<file path="src/rtl/probe_data_channel_pkg.sv">
package probe_data_channel_pkg;

    // Register bus widths
    localparam int ADDR_W = 8;
    localparam int DATA_W = 32;
    localparam int TAG_W = 4;

    // Register byte offsets
    localparam logic [7:0] OFS_ACCESS = 8'h00;
    localparam logic [7:0] OFS_CONFIG = 8'h08;
    localparam logic [7:0] OFS_STATUS = 8'h10;
    localparam logic [7:0] OFS_RX = 8'h18;
    localparam logic [7:0] OFS_TX_BASE = 8'h20;
    localparam int TX_IDX_LSB = 3;
    localparam logic [4:0] TX_SLOTS = 5'h10;

    // Access control fields
    localparam int ACC_TYPE_LSB = 24;
    localparam int ACC_SIZE_LSB = 16;
    localparam int ACC_REV_LSB = 12;
    localparam int ACC_PERM_W = 4;
    localparam logic [5:0] ACC_SIZE_VAL = 6'h02;
    localparam logic [3:0] ACC_REV_VAL = 4'h0;
    localparam logic [3:0] ACC_PERM_RST = 4'h0;

    // Configuration fields
    localparam int CFG_TX_THR_LSB = 18;
    localparam int CFG_RX_THR_LSB = 16;
    localparam int CFG_TX_SIZE_LSB = 8;
    localparam int CFG_RX_SIZE_LSB = 0;

    // Status fields
    localparam int ST_TXF = 0;
    localparam int ST_TXE = 1;
    localparam int ST_RXF = 2;
    localparam int ST_RXE = 3;
    localparam int ST_RXCHAN_LSB = 4;

    // Probe-side shift register layout
    localparam int SHIFT_W = 38;
    localparam int SR_FLAG_BIT = 37;
    localparam int SR_VALID_BIT = 36;
    localparam int SR_TAG_LSB = 32;
    localparam logic [3:0] END_TAG = 4'hd;

    // Interrupt threshold encodings
    typedef enum logic [1:0] {
        THR_DISABLED = 2'h0,
        THR_EDGE = 2'h1,
        THR_NOT_EDGE = 2'h2,
        THR_ALMOST = 2'h3
    } thresh_e;

    // Test-port input synchroniser bit order
    localparam int TP_CLK = 0;
    localparam int TP_TDI = 1;
    localparam int TP_CAP = 2;
    localparam int TP_SHIFT = 3;
    localparam int TP_UPD = 4;
    localparam int TP_W = 5;

endpackage

</file>
<file path="src/rtl/pin_sync2.sv">
`timescale 1ns/1ps
`default_nettype none

module pin_sync2 #(
    parameter int W = 1
) (
    // Clock and reset
    input wire logic clk_i,
    input wire logic rst_i,
    // Asynchronous levels in, synchronised levels out
    input wire logic [W-1:0] d_i,
    output logic [W-1:0] q_o
);

    logic [W-1:0] meta_reg;

    // Two-stage synchroniser; first stage feeds only the second
    always_ff @(posedge clk_i) begin
        if (rst_i) begin
            meta_reg <= '0;
            q_o <= '0;
        end else begin
            meta_reg <= d_i;
            q_o <= meta_reg;
        end
    end

endmodule

`default_nettype wire

</file>
<file path="src/rtl/probe_data_channel.sv">
// Added by the designer: strobed register access and the placing of the registers.
`timescale 1ns/1ps
`default_nettype none

module probe_data_channel #(
    parameter int TX_DEPTH = 8,
    parameter int RX_DEPTH = 8,
    parameter logic [7:0] DEV_TYPE = 8'h5a // Arbitrary type code
) (
    // Clock and reset
    input wire logic clk_i,
    input wire logic rst_i,
    // Register port
    input wire logic [probe_data_channel_pkg::ADDR_W-1:0] reg_addr_i,
    input wire logic [probe_data_channel_pkg::DATA_W-1:0] reg_wdata_i,
    input wire logic reg_write_i,
    input wire logic reg_read_i,
    output logic [probe_data_channel_pkg::DATA_W-1:0] reg_rdata_o,
    // Test port, channel instruction selected
    input wire logic test_port_clock_i,
    input wire logic test_port_tdi_i,
    input wire logic test_port_capture_i,
    input wire logic test_port_shift_i,
    input wire logic test_port_update_i,
    output logic test_port_tdo_o,
    // Interrupt
    input wire logic vectored_irq_controller_mode_i,
    input wire logic [2:0] channel_irq_pin_select_i,
    output logic channel_irq_pending_o,
    output logic channel_irq_out_o,
    output logic [2:0] irq_pin_select_field_o
);

    localparam int TXC_W = $clog2(TX_DEPTH + 1);
    localparam int RXC_W = $clog2(RX_DEPTH + 1);
    localparam int TXP_W = $clog2(TX_DEPTH);
    localparam int RXP_W = $clog2(RX_DEPTH);
    localparam int ENT_W = probe_data_channel_pkg::TAG_W + probe_data_channel_pkg::DATA_W;
    localparam logic [TXC_W-1:0] TX_FULL_CNT = TXC_W'(TX_DEPTH);
    localparam logic [RXC_W-1:0] RX_FULL_CNT = RXC_W'(RX_DEPTH);
    localparam logic [RXC_W-1:0] RX_ALMOST_CNT = RXC_W'(RX_DEPTH - 1);
    localparam logic [7:0] TX_SIZE_VAL = 8'(TX_DEPTH + 1);
    localparam logic [7:0] RX_SIZE_VAL = 8'(RX_DEPTH + 1);
    localparam int TX_IDX_LSB_M1 = probe_data_channel_pkg::TX_IDX_LSB - 1;

    // Synchronised test-port levels
    logic [probe_data_channel_pkg::TP_W-1:0] tp_raw;
    logic [probe_data_channel_pkg::TP_W-1:0] tp_sync;
    logic tck_prev_reg;
    logic tck_rise;
    logic tck_idle;

    // Shift register and per-shift bookkeeping
    logic [probe_data_channel_pkg::SHIFT_W-1:0] sr_reg;
    logic offered_reg;
    logic refused_reg;

    // Test-clock queue entries
    logic tx_tck_valid_reg;
    logic [ENT_W-1:0] tx_tck_reg;
    logic rx_tck_valid_reg;
    logic [ENT_W-1:0] rx_tck_reg;

    // Core-clock queues
    logic [ENT_W-1:0] tx_mem [TX_DEPTH];
    logic [TXP_W-1:0] tx_wp_reg;
    logic [TXP_W-1:0] tx_rp_reg;
    logic [TXC_W-1:0] tx_cnt_reg;
    logic [ENT_W-1:0] rx_mem [RX_DEPTH];
    logic [RXP_W-1:0] rx_wp_reg;
    logic [RXP_W-1:0] rx_rp_reg;
    logic [RXC_W-1:0] rx_cnt_reg;

    // Software registers
    logic [probe_data_channel_pkg::ACC_PERM_W-1:0] perm_reg;
    logic [1:0] tx_thr_reg;
    logic [1:0] rx_thr_reg;
    logic end_flag_reg;

    // Decode and status terms
    logic [7:0] tx_off;
    logic tx_hit;
    logic tx_push;
    logic tx_load;
    logic tx_done;
    logic rx_take;
    logic rx_move;
    logic rx_pop;
    logic end_event;
    logic tx_full;
    logic tx_empty;
    logic tx_core_empty;
    logic rx_full;
    logic rx_empty;
    logic rx_almost;
    logic tx_cond;
    logic rx_cond;
    logic irq_next;
    logic [probe_data_channel_pkg::DATA_W-1:0] rd_mux;

    // Test-port pins enter the core clock through two flip-flops
    assign tp_raw = {test_port_update_i, test_port_shift_i, test_port_capture_i,
                     test_port_tdi_i, test_port_clock_i};

    pin_sync2 #(
        .W(probe_data_channel_pkg::TP_W)
    ) u_tp_sync (
        .clk_i(clk_i),
        .rst_i(rst_i),
        .d_i(tp_raw),
        .q_o(tp_sync)
    );

    // Test clock edge found on the synchronised copy
    always_ff @(posedge clk_i) begin
        if (rst_i) begin
            tck_prev_reg <= 1'b0;
        end else begin
            tck_prev_reg <= tp_sync[probe_data_channel_pkg::TP_CLK];
        end
    end

    assign tck_rise = tp_sync[probe_data_channel_pkg::TP_CLK] & ~tck_prev_reg;
    assign tck_idle = ~(tp_sync[probe_data_channel_pkg::TP_CAP] | tp_sync[probe_data_channel_pkg::TP_SHIFT] |
                        tp_sync[probe_data_channel_pkg::TP_UPD]);

    // Probe-facing events, all but rx_move on test clock edges
    assign tx_done = tck_rise & tp_sync[probe_data_channel_pkg::TP_UPD] & offered_reg &
                     sr_reg[probe_data_channel_pkg::SR_FLAG_BIT];
    assign rx_take = tck_rise & tp_sync[probe_data_channel_pkg::TP_UPD] & ~refused_reg &
                     sr_reg[probe_data_channel_pkg::SR_VALID_BIT];
    assign end_event = tck_rise & tp_sync[probe_data_channel_pkg::TP_UPD] &
                       ~sr_reg[probe_data_channel_pkg::SR_VALID_BIT] &
                       (sr_reg[probe_data_channel_pkg::SR_TAG_LSB +: probe_data_channel_pkg::TAG_W] ==
                        probe_data_channel_pkg::END_TAG);
    assign tx_load = tck_rise & tck_idle & ~tx_tck_valid_reg & (tx_cnt_reg != '0);
    assign rx_move = rx_tck_valid_reg & (rx_cnt_reg != RX_FULL_CNT);

    // Shift register: capture, shift, and remember what was offered
    always_ff @(posedge clk_i) begin
        if (rst_i) begin
            sr_reg <= '0;
            offered_reg <= 1'b0;
            refused_reg <= 1'b1;
        end else if (tck_rise && tp_sync[probe_data_channel_pkg::TP_CAP]) begin
            sr_reg <= {rx_tck_valid_reg, tx_tck_valid_reg, tx_tck_reg};
            offered_reg <= tx_tck_valid_reg;
            refused_reg <= rx_tck_valid_reg;
        end else if (tck_rise && tp_sync[probe_data_channel_pkg::TP_SHIFT]) begin
            sr_reg <= {tp_sync[probe_data_channel_pkg::TP_TDI],
                       sr_reg[probe_data_channel_pkg::SHIFT_W-1:1]};
        end else if (tck_rise && tp_sync[probe_data_channel_pkg::TP_UPD]) begin
            offered_reg <= 1'b0;
            refused_reg <= 1'b1;
        end
    end

    // Serial output from a flop
    always_ff @(posedge clk_i) begin
        if (rst_i) begin
            test_port_tdo_o <= 1'b0;
        end else begin
            test_port_tdo_o <= sr_reg[0];
        end
    end

    // Outbound test-clock entry: loaded from core queue, freed by probe accept
    always_ff @(posedge clk_i) begin
        if (rst_i) begin
            tx_tck_valid_reg <= 1'b0;
            tx_tck_reg <= '0;
        end else if (tx_done) begin
            tx_tck_valid_reg <= 1'b0;
        end else if (tx_load) begin
            tx_tck_valid_reg <= 1'b1;
            tx_tck_reg <= tx_mem[tx_rp_reg];
        end
    end

    // Inbound test-clock entry: filled by probe, drained into core queue
    always_ff @(posedge clk_i) begin
        if (rst_i) begin
            rx_tck_valid_reg <= 1'b0;
            rx_tck_reg <= '0;
        end else if (rx_take) begin
            rx_tck_valid_reg <= 1'b1;
            rx_tck_reg <= sr_reg[ENT_W-1:0];
        end else if (rx_move) begin
            rx_tck_valid_reg <= 1'b0;
        end
    end

    // Outbound register address decode, one slot per channel tag
    assign tx_off = reg_addr_i - probe_data_channel_pkg::OFS_TX_BASE;
    assign tx_hit = reg_write_i && (reg_addr_i >= probe_data_channel_pkg::OFS_TX_BASE) &&
                    (tx_off[TX_IDX_LSB_M1:0] == '0) &&
                    (tx_off[7:probe_data_channel_pkg::TX_IDX_LSB] < probe_data_channel_pkg::TX_SLOTS);
    assign tx_push = tx_hit & ~tx_full;
    assign rx_pop = reg_read_i && (reg_addr_i == probe_data_channel_pkg::OFS_RX) && ~rx_empty;

    // Outbound core queue, drained into the test-clock entry only on idle test clock edges
    always_ff @(posedge clk_i) begin
        if (rst_i) begin
            tx_wp_reg <= '0;
            tx_rp_reg <= '0;
            tx_cnt_reg <= '0;
        end else begin
            if (tx_push) begin
                tx_mem[tx_wp_reg] <= {tx_off[probe_data_channel_pkg::TX_IDX_LSB +: probe_data_channel_pkg::TAG_W],
                                      reg_wdata_i};
                tx_wp_reg <= (tx_wp_reg == TXP_W'(TX_DEPTH - 1)) ? '0 : tx_wp_reg + 1'b1;
            end
            if (tx_load) begin
                tx_rp_reg <= (tx_rp_reg == TXP_W'(TX_DEPTH - 1)) ? '0 : tx_rp_reg + 1'b1;
            end
            tx_cnt_reg <= tx_cnt_reg + TXC_W'(tx_push) - TXC_W'(tx_load);
        end
    end

    // Inbound core queue
    always_ff @(posedge clk_i) begin
        if (rst_i) begin
            rx_wp_reg <= '0;
            rx_rp_reg <= '0;
            rx_cnt_reg <= '0;
        end else begin
            if (rx_move) begin
                rx_mem[rx_wp_reg] <= rx_tck_reg;
                rx_wp_reg <= (rx_wp_reg == RXP_W'(RX_DEPTH - 1)) ? '0 : rx_wp_reg + 1'b1;
            end
            if (rx_pop) begin
                rx_rp_reg <= (rx_rp_reg == RXP_W'(RX_DEPTH - 1)) ? '0 : rx_rp_reg + 1'b1;
            end
            rx_cnt_reg <= rx_cnt_reg + RXC_W'(rx_move) - RXC_W'(rx_pop);
        end
    end

    // Queue status as software sees it
    assign tx_full = (tx_cnt_reg == TX_FULL_CNT);
    assign tx_core_empty = (tx_cnt_reg == '0);
    assign tx_empty = tx_core_empty & ~tx_tck_valid_reg;
    assign rx_full = (rx_cnt_reg == RX_FULL_CNT);
    assign rx_empty = (rx_cnt_reg == '0);
    assign rx_almost = (rx_cnt_reg >= RX_ALMOST_CNT);

    // Software-written control fields
    always_ff @(posedge clk_i) begin
        if (rst_i) begin
            perm_reg <= probe_data_channel_pkg::ACC_PERM_RST;
            tx_thr_reg <= probe_data_channel_pkg::THR_DISABLED;
            rx_thr_reg <= probe_data_channel_pkg::THR_DISABLED;
        end else if (reg_write_i) begin
            if (reg_addr_i == probe_data_channel_pkg::OFS_ACCESS) begin
                perm_reg <= reg_wdata_i[probe_data_channel_pkg::ACC_PERM_W-1:0];
            end
            if (reg_addr_i == probe_data_channel_pkg::OFS_CONFIG) begin
                tx_thr_reg <= reg_wdata_i[probe_data_channel_pkg::CFG_TX_THR_LSB +: 2];
                rx_thr_reg <= reg_wdata_i[probe_data_channel_pkg::CFG_RX_THR_LSB +: 2];
            end
        end
    end

    // Read data mux, unmapped addresses read zero
    always_comb begin
        rd_mux = '0;
        case (reg_addr_i)
            probe_data_channel_pkg::OFS_ACCESS: begin
                rd_mux[probe_data_channel_pkg::ACC_TYPE_LSB +: 8] = DEV_TYPE;
                rd_mux[probe_data_channel_pkg::ACC_SIZE_LSB +: 6] = probe_data_channel_pkg::ACC_SIZE_VAL;
                rd_mux[probe_data_channel_pkg::ACC_REV_LSB +: 4] = probe_data_channel_pkg::ACC_REV_VAL;
                rd_mux[probe_data_channel_pkg::ACC_PERM_W-1:0] = perm_reg;
            end
            probe_data_channel_pkg::OFS_CONFIG: begin
                rd_mux[probe_data_channel_pkg::CFG_TX_THR_LSB +: 2] = tx_thr_reg;
                rd_mux[probe_data_channel_pkg::CFG_RX_THR_LSB +: 2] = rx_thr_reg;
                rd_mux[probe_data_channel_pkg::CFG_TX_SIZE_LSB +: 8] = TX_SIZE_VAL;
                rd_mux[probe_data_channel_pkg::CFG_RX_SIZE_LSB +: 8] = RX_SIZE_VAL;
            end
            probe_data_channel_pkg::OFS_STATUS: begin
                rd_mux[probe_data_channel_pkg::ST_TXF] = tx_full;
                rd_mux[probe_data_channel_pkg::ST_TXE] = tx_empty;
                rd_mux[probe_data_channel_pkg::ST_RXF] = rx_full;
                rd_mux[probe_data_channel_pkg::ST_RXE] = rx_empty;
                rd_mux[probe_data_channel_pkg::ST_RXCHAN_LSB +: probe_data_channel_pkg::TAG_W] =
                    rx_mem[rx_rp_reg][ENT_W-1:probe_data_channel_pkg::DATA_W];
            end
            probe_data_channel_pkg::OFS_RX: begin
                rd_mux = rx_empty ? '0 : rx_mem[rx_rp_reg][probe_data_channel_pkg::DATA_W-1:0];
            end
            default: begin
                rd_mux = '0;
            end
        endcase
    end

    // Read data stands only in the cycle after the read strobe
    always_ff @(posedge clk_i) begin
        if (rst_i) begin
            reg_rdata_o <= '0;
        end else begin
            reg_rdata_o <= reg_read_i ? rd_mux : '0;
        end
    end

    // Probe end-of-sending marker, set wins over the clearing read
    always_ff @(posedge clk_i) begin
        if (rst_i) begin
            end_flag_reg <= 1'b0;
        end else if (end_event) begin
            end_flag_reg <= 1'b1;
        end else if (reg_read_i && (reg_addr_i == probe_data_channel_pkg::OFS_RX)) begin
            end_flag_reg <= 1'b0;
        end
    end

    // Transmit threshold condition
    always_comb begin
        case (tx_thr_reg)
            probe_data_channel_pkg::THR_DISABLED: tx_cond = 1'b0;
            probe_data_channel_pkg::THR_EDGE: tx_cond = tx_empty;
            probe_data_channel_pkg::THR_NOT_EDGE: tx_cond = ~tx_full;
            probe_data_channel_pkg::THR_ALMOST: tx_cond = tx_core_empty;
            default: tx_cond = 1'b0;
        endcase
    end

    // Receive threshold condition
    always_comb begin
        case (rx_thr_reg)
            probe_data_channel_pkg::THR_DISABLED: rx_cond = 1'b0;
            probe_data_channel_pkg::THR_EDGE: rx_cond = rx_full | end_flag_reg;
            probe_data_channel_pkg::THR_NOT_EDGE: rx_cond = ~rx_empty | end_flag_reg;
            probe_data_channel_pkg::THR_ALMOST: rx_cond = rx_almost | end_flag_reg;
            default: rx_cond = 1'b0;
        endcase
    end

    assign irq_next = tx_cond | rx_cond;

    // Ordinary interrupt level towards the core and its cause state
    always_ff @(posedge clk_i) begin
        if (rst_i) begin
            channel_irq_pending_o <= 1'b0;
            channel_irq_out_o <= 1'b0;
            irq_pin_select_field_o <= 3'h0;
        end else begin
            channel_irq_pending_o <= irq_next;
            channel_irq_out_o <= irq_next;
            irq_pin_select_field_o <= vectored_irq_controller_mode_i ? 3'h0 : channel_irq_pin_select_i;
        end
    end

endmodule

`default_nettype wire

</file>
<file path="config.mk">
export PLATFORM = sky130hd
export DESIGN_NAME = probe_data_channel
export DESIGN_NICKNAME = d
export VERILOG_FILES = /design/src/rtl/probe_data_channel_pkg.sv /design/src/rtl/pin_sync2.sv /design/src/rtl/probe_data_channel.sv
export SDC_FILE = /design/constraint.sdc
export NUM_CORES = 1
export LEC_CHECK = 0
export BUFFER_PORTS_ARGS = -buffer_cell sky130_fd_sc_hd__buf_2
export CORE_MARGIN = 4
export CORE_UTILIZATION = 57
export DETAILED_ROUTE_END_ITERATION = 12
export PLACE_DENSITY = 0.83
export SETUP_SLACK_MARGIN = 0.2
export SYNTH_ARGS = -nofsm -noshare
export SYNTH_HDL_FRONTEND = slang
export SYNTH_SLANG_ARGS = --single-unit
</file>
<file path="constraint.sdc">
create_clock -name clk_i -period 8.9 [get_ports clk_i]
set_input_delay 0.89 -clock clk_i [delete_from_list [all_inputs] [get_ports clk_i]]
set_output_delay 0.89 -clock clk_i [all_outputs]
set_load 0.03 [all_outputs]
</file>
==> parameters.txt, run 1 <==
Parameter                              Value

Job
  Max cap viols    0

Worst setup path
  CP max-delay cell    sky130_fd_sc_hd__clkinv_2
  Crit path buf inv count    4
  Launch instance of the worst register-to-register path    tx_cnt_reg[2]$_SDFF_PP0_
  Cell chain of the critical path    inv_1 -> ha_1 -> nor3b_1 -> or4_4 -> clkinv_2 -> ha_1 -> inv_1 -> ha_1 -> inv_1 -> fa_1 -> xor2_1 -> nor2_1
  Delay of the slowest cell on the worst path    740 ps
  Arrival time of data at the critical path endpoint    between 4000 and 5000 ps
  Crit-path leading delay family    adder cells
  Startpoint of the worst setup timing path    tx_cnt_reg[2]$_SDFF_PP0_
  Critical Setup Path Class    register to register
  Startpoint type of the worst setup path    register
  Worst setup EP type    register
  Top fanout value on the critical path    between 70 and 80
  Critical path required time    approximately 9400 ps

Clocking
  Clock buffers created by TritonCTS    75
  Number of buffers on the longest clock path    3
  Clock tree root driver cell    sky130_fd_sc_hd__clkbuf_16
  Post-CTS Resized    0
  Setup Fix Bufs, Post-CTS    0
  Clock tree from TritonCTS    built
  Worst skew pair latency    approximately 600 ps
  Clock transition at path regs    around 60 ps
  Number of levels the H-tree was split into    3
  Clock Sink Count    just under 800
  Post-CTS Hold Fix Bufs    0

STA
  Final period util    roughly 42%
  Post-layout minimum cycle time    3740 ps
  Setup repair after global routing missed its margin    false
  Highest Clock Rate    roughly 270 MHz
  Final Hold Vio Count    0
  Final setup vio count    0
  Worst hold-check slack    439 ps
  Worst clock skew    12.0 ps
  Sum Neg Setup Slack    0 ps
  Relative slew slack    about a third
  Final Max Tran Viols    0
  Worst-margin pin slew    972 ps

Logic synthesis
  Register area share after synthesis    between 70% and 80%
  Synthesized-area fraction occupied by adder cells    under 10%
  Count of state elements after synthesis    770
  Post-Synth XOR/XNOR Area    0.121%
  Number of distinct library cells after synthesis    slightly below 60
  Nets in the synthesized netlist    roughly 1700
  Complex-gate fraction of the synthesized area    4.39%
  Synth Area in Simple Gates    5.00%
  Per-instance average area after synthesis    roughly 17 µm²
  Dominant combinational cell family by area after synthesis    multiplexers
  Synth warnings    0
  Post-synthesis cell count    ~1700
  Fraction of registers with async set or reset after synthesis    0%
  Post-Synthesis Cell Area    28900 µm²
  Mux contribution to synthesized area    about 14%
  Number of enable-type register cells in the synthesized netlist    576
  Most common flop cell mapped by yosys    sky130_fd_sc_hd__edfxtp_1

Route
  Wire length reported by the detailed router    about 58000 µm
  Number of iterations in the first detailed-routing pass    5
  Via count    around 15000
  Vias per Instance    ~6
  Routed Antenna Nets    0
  Detailed-route wire length per cell    23.3 µm
  Post-route DRC violation count    0
  Initial detailed-routing violation count    1418

Global route
  Maximum number of pins on one net before global-route repair    86
  Residual overflow from global routing    0
  Number of global-route vias before repair    around 15000
  First-pass GRT wire length    approximately 91000 µm
  Antenna violations before repair    4
  GRT Util Overall    21.8%

Die
  Initial Utilization    57.7%
  Die footprint    roughly 54000 µm²
  Core area    50100 µm²
  Total number of placement rows    a little over 80
  Die extent in y    ~230 µm
  Top-level port count    between 90 and 100
  Die W    between 200 and 250 µm

Power
  Seq pwr share    54.0%
  Design internal power    ~5.8 mW
  NetSw    1.40 mW
  Clock network power share    about 44%
  Switching fraction of total power    between 10% and 20%
  Worst supply voltage drop on vdd    between 0.00015 and 0.0002 V
  Gate power share    about 2.4%
  Sum of internal, switching and leakage power    roughly 7.2 mW
  Leakage Power    about 10 nW
  Cell Pwr Density    220 nW/µm²

Cells and area
  Area added between synthesis and finish    12.8%
  Area of all placed cells without fillers    approximately 33000 µm²
  Fraction of layout instances using a drive strength above 1    22.7%
  Register area    around 21000 µm²
  Total area of multi-input combinational cells    roughly 7300 µm²
  Count of non-filler cells in the finished layout    approximately 2500
  Fillcell total    between 3000 and 4000
  Post-layout net count    around 1800

Place
  Final HPWL from detailed placement    between 30000 and 40000 µm
  IO buf count    90
  RD Place Congestion    about 0.81
  Placed Instance Area    30100 µm²
  Cell count after placement    2352

Hold path
  Launch instance of the worst min-delay path    u_tp_sync.meta_reg[1]$_SDFF_PP0_
  Path type of the worst min-delay path    register to register

Status
  Run status    completed
[layout make-up]
type / count / share of cell area, %
flip-flops and latches: 770 / 65.1
diodes: 1 / 0.00769
clock buffers: 103 / 6.60
well taps: 672 / 2.58
inverters: 21 / 0.246
multi-input cells: 770 / 22.5
clock inverters: 35 / 0.919
repair buffers: 119 / 2.07
[power groups by stage]
stage | clock, mW | sequential [mW] | combinational (mW)
5_1_grt | 3.33 | 3.86 | 0.189
6_report | 3.11 | 3.86 | 0.171
2_1_floorplan | 0 | 3.94 | 0.113
4_1_cts | 3.16 | 3.86 | 0.172
3_5_place_dp | 0 | 3.94 | 0.170
3_3_place_gp | 0 | 3.94 | 0.161
[stage by stage]
step	setup slack [ps]	utilization, %
floorplan	2830	-
global placement	5240	60.1
detailed placement	5210	60.1
CTS	5170	65.0
global route	4850	65.0
finish	5160	65.0
[worst paths after layout]
check                           cells past startpoint  slack (ps)                     endpoint
worst min-delay path                                1         440  u_tp_sync.q_o[1]$_SDFF_PP0_
worst min register to register                      1         440  u_tp_sync.q_o[1]$_SDFF_PP0_
worst max-delay path                               12        5160     tx_cnt_reg[2]$_SDFF_PP0_
worst max register to register                     12        5160     tx_cnt_reg[2]$_SDFF_PP0_
[kinds of logic after synthesis]
| family | count (synthesis) |
|---|---|
| multiplexers | 239 |
| XOR/XNOR | 4 |
| adder cells (fa/ha/maj) | 24 |
| AND/OR/NAND/NOR | 309 |
| AO/OA/AOI/OAI | 194 |
| flip-flops | 770 |
| buffers and inverters | 116 |
[metal layers]
metal | vias to the layer above | track usage, % | wire, µm
met1 | 7571 | 30.0 | 23300
met5 | - | 0 | 21
met4 | 4 | 6.35 | 1670
met2 | 548 | 36.0 | 29100
met3 | 130 | 4.37 | 4010
li1 | 6661 | - | -
[cell usage in the layout, fill, tap and decap left out, drive strengths merged, types with 4 or more instances in the layout]
cell type,Yosys,layout
a211oi,36,36
a21oi,85,85
a22oi,36,36
a31oi,4,4
buf,39,119
bufinv,0,5
clkbuf,56,103
clkinv,1,28
dfxtp,194,194
edfxtp,576,576
ha,22,22
inv,20,22
mux2i,99,99
mux4,138,138
nand2,126,126
nand2b,13,13
nand3,4,4
nand3b,5,5
nand4,4,4
nor2,85,85
nor2b,19,19
nor3,16,16
nor3b,4,4
nor4,7,7
o21a,6,6
o21ai,11,11
or3,8,8
[cell usage after synthesis (all sizes together) (3+ instances only)]
library cell,n,area share (%)
or3b,3,0.091
nor3,16,0.31
edfxtp,576,60
nand3,4,0.069
nand2b,13,0.28
ha,22,0.95
nor2b,19,0.41
a211oi,36,1.1
a22oi,36,0.94
a31oi,4,0.087
o21ai,11,0.19
nor4,7,0.15
dfxtp,194,13
o22ai,3,0.065
o2bb2ai,3,0.091
mux2i,99,3.4
mux4,138,11
or3,8,0.17
o21a,6,0.16
nor4bb,3,0.10
nor2,85,1.1
and2,3,0.065
nand3b,5,0.13
nor3b,4,0.12
nand2,126,1.6
buf,39,0.75
clkbuf,56,0.73
inv,20,0.26
nand4,4,0.087
a21oi,85,1.5
Note: power is estimated with default switching activity, not from simulation.
==> run 2: changes to the inputs <==
clock period = 3.85 ns   (was 8.9 ns; I/O delays follow)
==> run 2 against run 1 <==
Clock power increased by 130%. Final area increased by 0.51%. Utilization increased by 0.33 points. Fmax increased by 29%. Register-to-register slack got worse by 4200 ps. Die area unchanged. Non-clock buffer count increased by 12. Clock skew increased by 25 ps. Sequential share of layout area decreased by 0.33 points. Setup slack got worse by 4200 ps. Largest cell class unchanged. Highest routed layer unchanged.
==> parameters.txt, run 2 (synthesis gave the netlist of run 1 again) <==
Parameter                              Value

Worst setup path
  Worst setup EP type    register (unchanged)
  Top fanout value on the critical path    29 (was 76)
  Critical Setup Path Class    register to register (unchanged)
  Launch instance of the worst register-to-register path    rx_cnt_reg[2]$_SDFF_PP0_ (was tx_cnt_reg[2]$_SDFF_PP0_)
  Depth of the worst register-to-register path    7 (was 12)
  Worst-case register-to-register setup slack    950 ps (was 5160 ps)
  Reg-to-reg endpoint    rx_mem[4][17]$_DFFE_PP_ (was tx_cnt_reg[2]$_SDFF_PP0_)
  Critical path required time    4080 ps (was 9360 ps)
  Startpoint of the worst setup timing path    rx_cnt_reg[2]$_SDFF_PP0_ (was tx_cnt_reg[2]$_SDFF_PP0_)
  Startpoint type of the worst setup path    register (unchanged)
  End point of the critical path    rx_mem[4][17]$_DFFE_PP_ (was tx_cnt_reg[2]$_SDFF_PP0_)
  Arrival time of data at the critical path endpoint    3130 ps (was 4200 ps)

Route
  Via count    15074 (was 14914)
  Routed Antenna Nets    0 (unchanged)
  Detailed route wirelength on metal2    29500 µm (was 29100 µm)
  Sum of routed wire segments on met1    23800 µm (was 23300 µm)
  Initial detailed-routing violation count    1562 (was 1418)
  Detailed-route wire length per cell    23.5 µm (was 23.3 µm)
  Wire length reported by the detailed router    58900 µm (was 58100 µm)
  DR WL met3    3990 µm (was 4010 µm)
  Max layer used    met5 (unchanged)
  Post-route DRC violation count    0 (unchanged)
  Number of iterations in the first detailed-routing pass    5 (unchanged)
  Vias per Instance    6.02 (was 5.99)

Power
  Switching fraction of total power    19.8% (was 19.6%)
  Leakage Power    10.4 nW (about the same)
  Gate power share    2.4% (about the same)
  Cell Pwr Density    506 nW/µm² (was 220 nW/µm²)
  Clock network power share    43.6% (about the same)
  Design internal power    13.3 mW (was 5.75 mW)
  NetSw    3.28 mW (was 1.40 mW)
  Sum of internal, switching and leakage power    16.5 mW (was 7.15 mW)
  Seq pwr share    54.0% (about the same)
  Worst supply voltage drop on vdd    0.000369 V (was 0.000173 V)

Die
  Core area    50100 µm² (unchanged)
  Die extent in y    233 µm (unchanged)
  Die footprint    54300 µm² (unchanged)
  Top-level port count    91 (unchanged)
  Total number of placement rows    82 (unchanged)
  Die W    233 µm (unchanged)
  Initial Utilization    57.7% (unchanged)

Cells and area
  Register area    21200 µm² (unchanged)
  Post-layout util    65.3% (was 65.0%)
  Highest-count cells in the layout ignoring fill and taps    sky130_fd_sc_hd__edfxtp_1 (576), sky130_fd_sc_hd__dfxtp_1 (188), sky130_fd_sc_hd__mux4_2 (138), sky130_fd_sc_hd__nand2_1 (126), sky130_fd_sc_hd__mux2i_1 (99) (unchanged)
  Fraction of layout instances using a drive strength above 1    22.9% (was 22.7%)
  Total area of multi-input combinational cells    7360 µm² (was 7310 µm²)
  Most common cell after layout, fill and taps aside    sky130_fd_sc_hd__edfxtp_1 (unchanged)
  Area added between synthesis and finish    13.3% (was 12.8%)
  Fillcell total    3282 (was 3300)
  Count of non-filler cells in the finished layout    2505 (was 2491)
  Post-layout net count    1846 (was 1834)

STA
  Final Hold Vio Count    0 (unchanged)
  Setup repair after global routing missed its margin    false (unchanged)
  Sum Neg Setup Slack    0 ps (unchanged)
  Final period util    75.4% (was 42.0%)
  Highest Clock Rate    345 MHz (was 267 MHz)
  Final Max Tran Viols    0 (unchanged)
  Worst setup slack after layout    948 ps (was 5160 ps)
  Worst clock skew    36.6 ps (was 12.0 ps)
  Worst-margin pin slew    1110 ps (was 972 ps)
  Final setup vio count    0 (unchanged)
  Post-layout minimum cycle time    2900 ps (was 3740 ps)
  Relative slew slack    26.2% (was 35.2%)

Clocking
  Clock tree root driver cell    sky130_fd_sc_hd__clkbuf_16 (unchanged)
  Post-CTS Resized    0 (unchanged)
  Clock transition at path regs    60 ps (about the same)
  Clock tree from TritonCTS    built (unchanged)
  Number of buffers on the longest clock path    3 (unchanged)
  Clock Sink Count    770 (unchanged)
  Setup Fix Bufs, Post-CTS    0 (unchanged)
  Post-CTS Hold Fix Bufs    3 (was 0)
  Worst skew pair latency    630 ps (was 600 ps)
  Number of levels the H-tree was split into    3 (unchanged)
  Clock buffers created by TritonCTS    75 (unchanged)

Global route
  Maximum number of pins on one net before global-route repair    101 (was 86)
  Residual overflow from global routing    0 (unchanged)
  Number of global-route vias before repair    15432 (was 15417)
  GRT Util Overall    22.3% (was 21.8%)
  Antenna violations before repair    9 (was 4)
  First-pass GRT wire length    92200 µm (was 90500 µm)

Place
  Post-placement setup slack    648 ps (was 5210 ps)
  RD Place Congestion    0.803 (was 0.813)
  Final HPWL from detailed placement    34500 µm (was 33200 µm)
  IO buf count    90 (unchanged)
  Cell count after placement    2361 (was 2352)

Hold path
  Launch instance of the worst min-delay path    reg_wdata_i[27] (was u_tp_sync.meta_reg[1]$_SDFF_PP0_)
  Path type of the worst min-delay path    input pin to register (was register to register)

Status
  Run status    completed (unchanged)

Job
  Max cap viols    0 (unchanged)
-- run 2: changes by cell type in the layout (fill, tap and decap cells not counted), moves of 2 or more --
cell,delta
sky130_fd_sc_hd__nor3_4,+2
sky130_fd_sc_hd__buf_4,+7
sky130_fd_sc_hd__clkinv_8,+3
sky130_fd_sc_hd__clkbuf_8,-4
sky130_fd_sc_hd__dlygate4sd3_1,+3
sky130_fd_sc_hd__nor3_2,-2
sky130_fd_sc_hd__diode_2,+4
sky130_fd_sc_hd__clkbuf_1,+3
sky130_fd_sc_hd__nor4_2,-4
sky130_fd_sc_hd__clkinv_1,-3
sky130_fd_sc_hd__nor4_4,+4
sky130_fd_sc_hd__buf_12,+2
-- run 2: worst min path at each step --
stage,cells past startpoint,endpoint
after global routing,1,tx_mem[0][7]$_DFFE_PP_
after floorplan,1,u_tp_sync.q_o[0]$_SDFF_PP0_
final,1,tx_mem[3][27]$_DFFE_PP_
after detailed placement,1,u_tp_sync.q_o[0]$_SDFF_PP0_
after CTS,1,tx_mem[3][27]$_DFFE_PP_
after global placement,1,u_tp_sync.q_o[0]$_SDFF_PP0_
-- run 2: critical path, stage by stage (launching register included) --
cell and delay (ps):
sky130_fd_sc_hd__dfxtp_1 350, sky130_fd_sc_hd__inv_1 90, sky130_fd_sc_hd__ha_1 200, sky130_fd_sc_hd__nor3b_1 170
sky130_fd_sc_hd__nand2b_1 300, sky130_fd_sc_hd__or3_1 550, sky130_fd_sc_hd__nor2_4 340, sky130_fd_sc_hd__buf_4 510
-- run 2: metal layers --
metal / global-route usage [%] / up-vias
met5: 0 / -
met4: 6.18 / 10
met3: 4.24 / 114
met2: 37.0 / 589
met1: 30.6 / 7676
li1: - / 6685
-- run 2: area by class of cell --
| cell class | instances | area share, % |
|---|---|---|
| clock buffers | 101 | 6.36 |
| repair buffers | 131 | 2.44 |
| flip-flops and latches | 770 | 64.8 |
| inverters | 21 | 0.245 |
| diodes | 5 | 0.0382 |
| clock inverters | 35 | 1.08 |
| well taps | 672 | 2.57 |
| multi-input cells | 770 | 22.5 |
-- run 2: through the flow --
step,area (µm²),hold WS [ps]
after global placement,30200,428
after global routing,32700,37.0
after CTS,32700,18.3
after detailed placement,30200,425
final,32700,51.5
after floorplan,28900,414
-- run 2: power by group through the flow --
stage | combinational, mW | clock (mW) | sequential, mW
detailed placement | 0.393 | 0 | 9.11
finish | 0.395 | 7.22 | 8.93
CTS | 0.400 | 7.33 | 8.93
floorplan | 0.262 | 0 | 9.10
global route | 0.441 | 7.70 | 8.93
global placement | 0.377 | 0 | 9.11
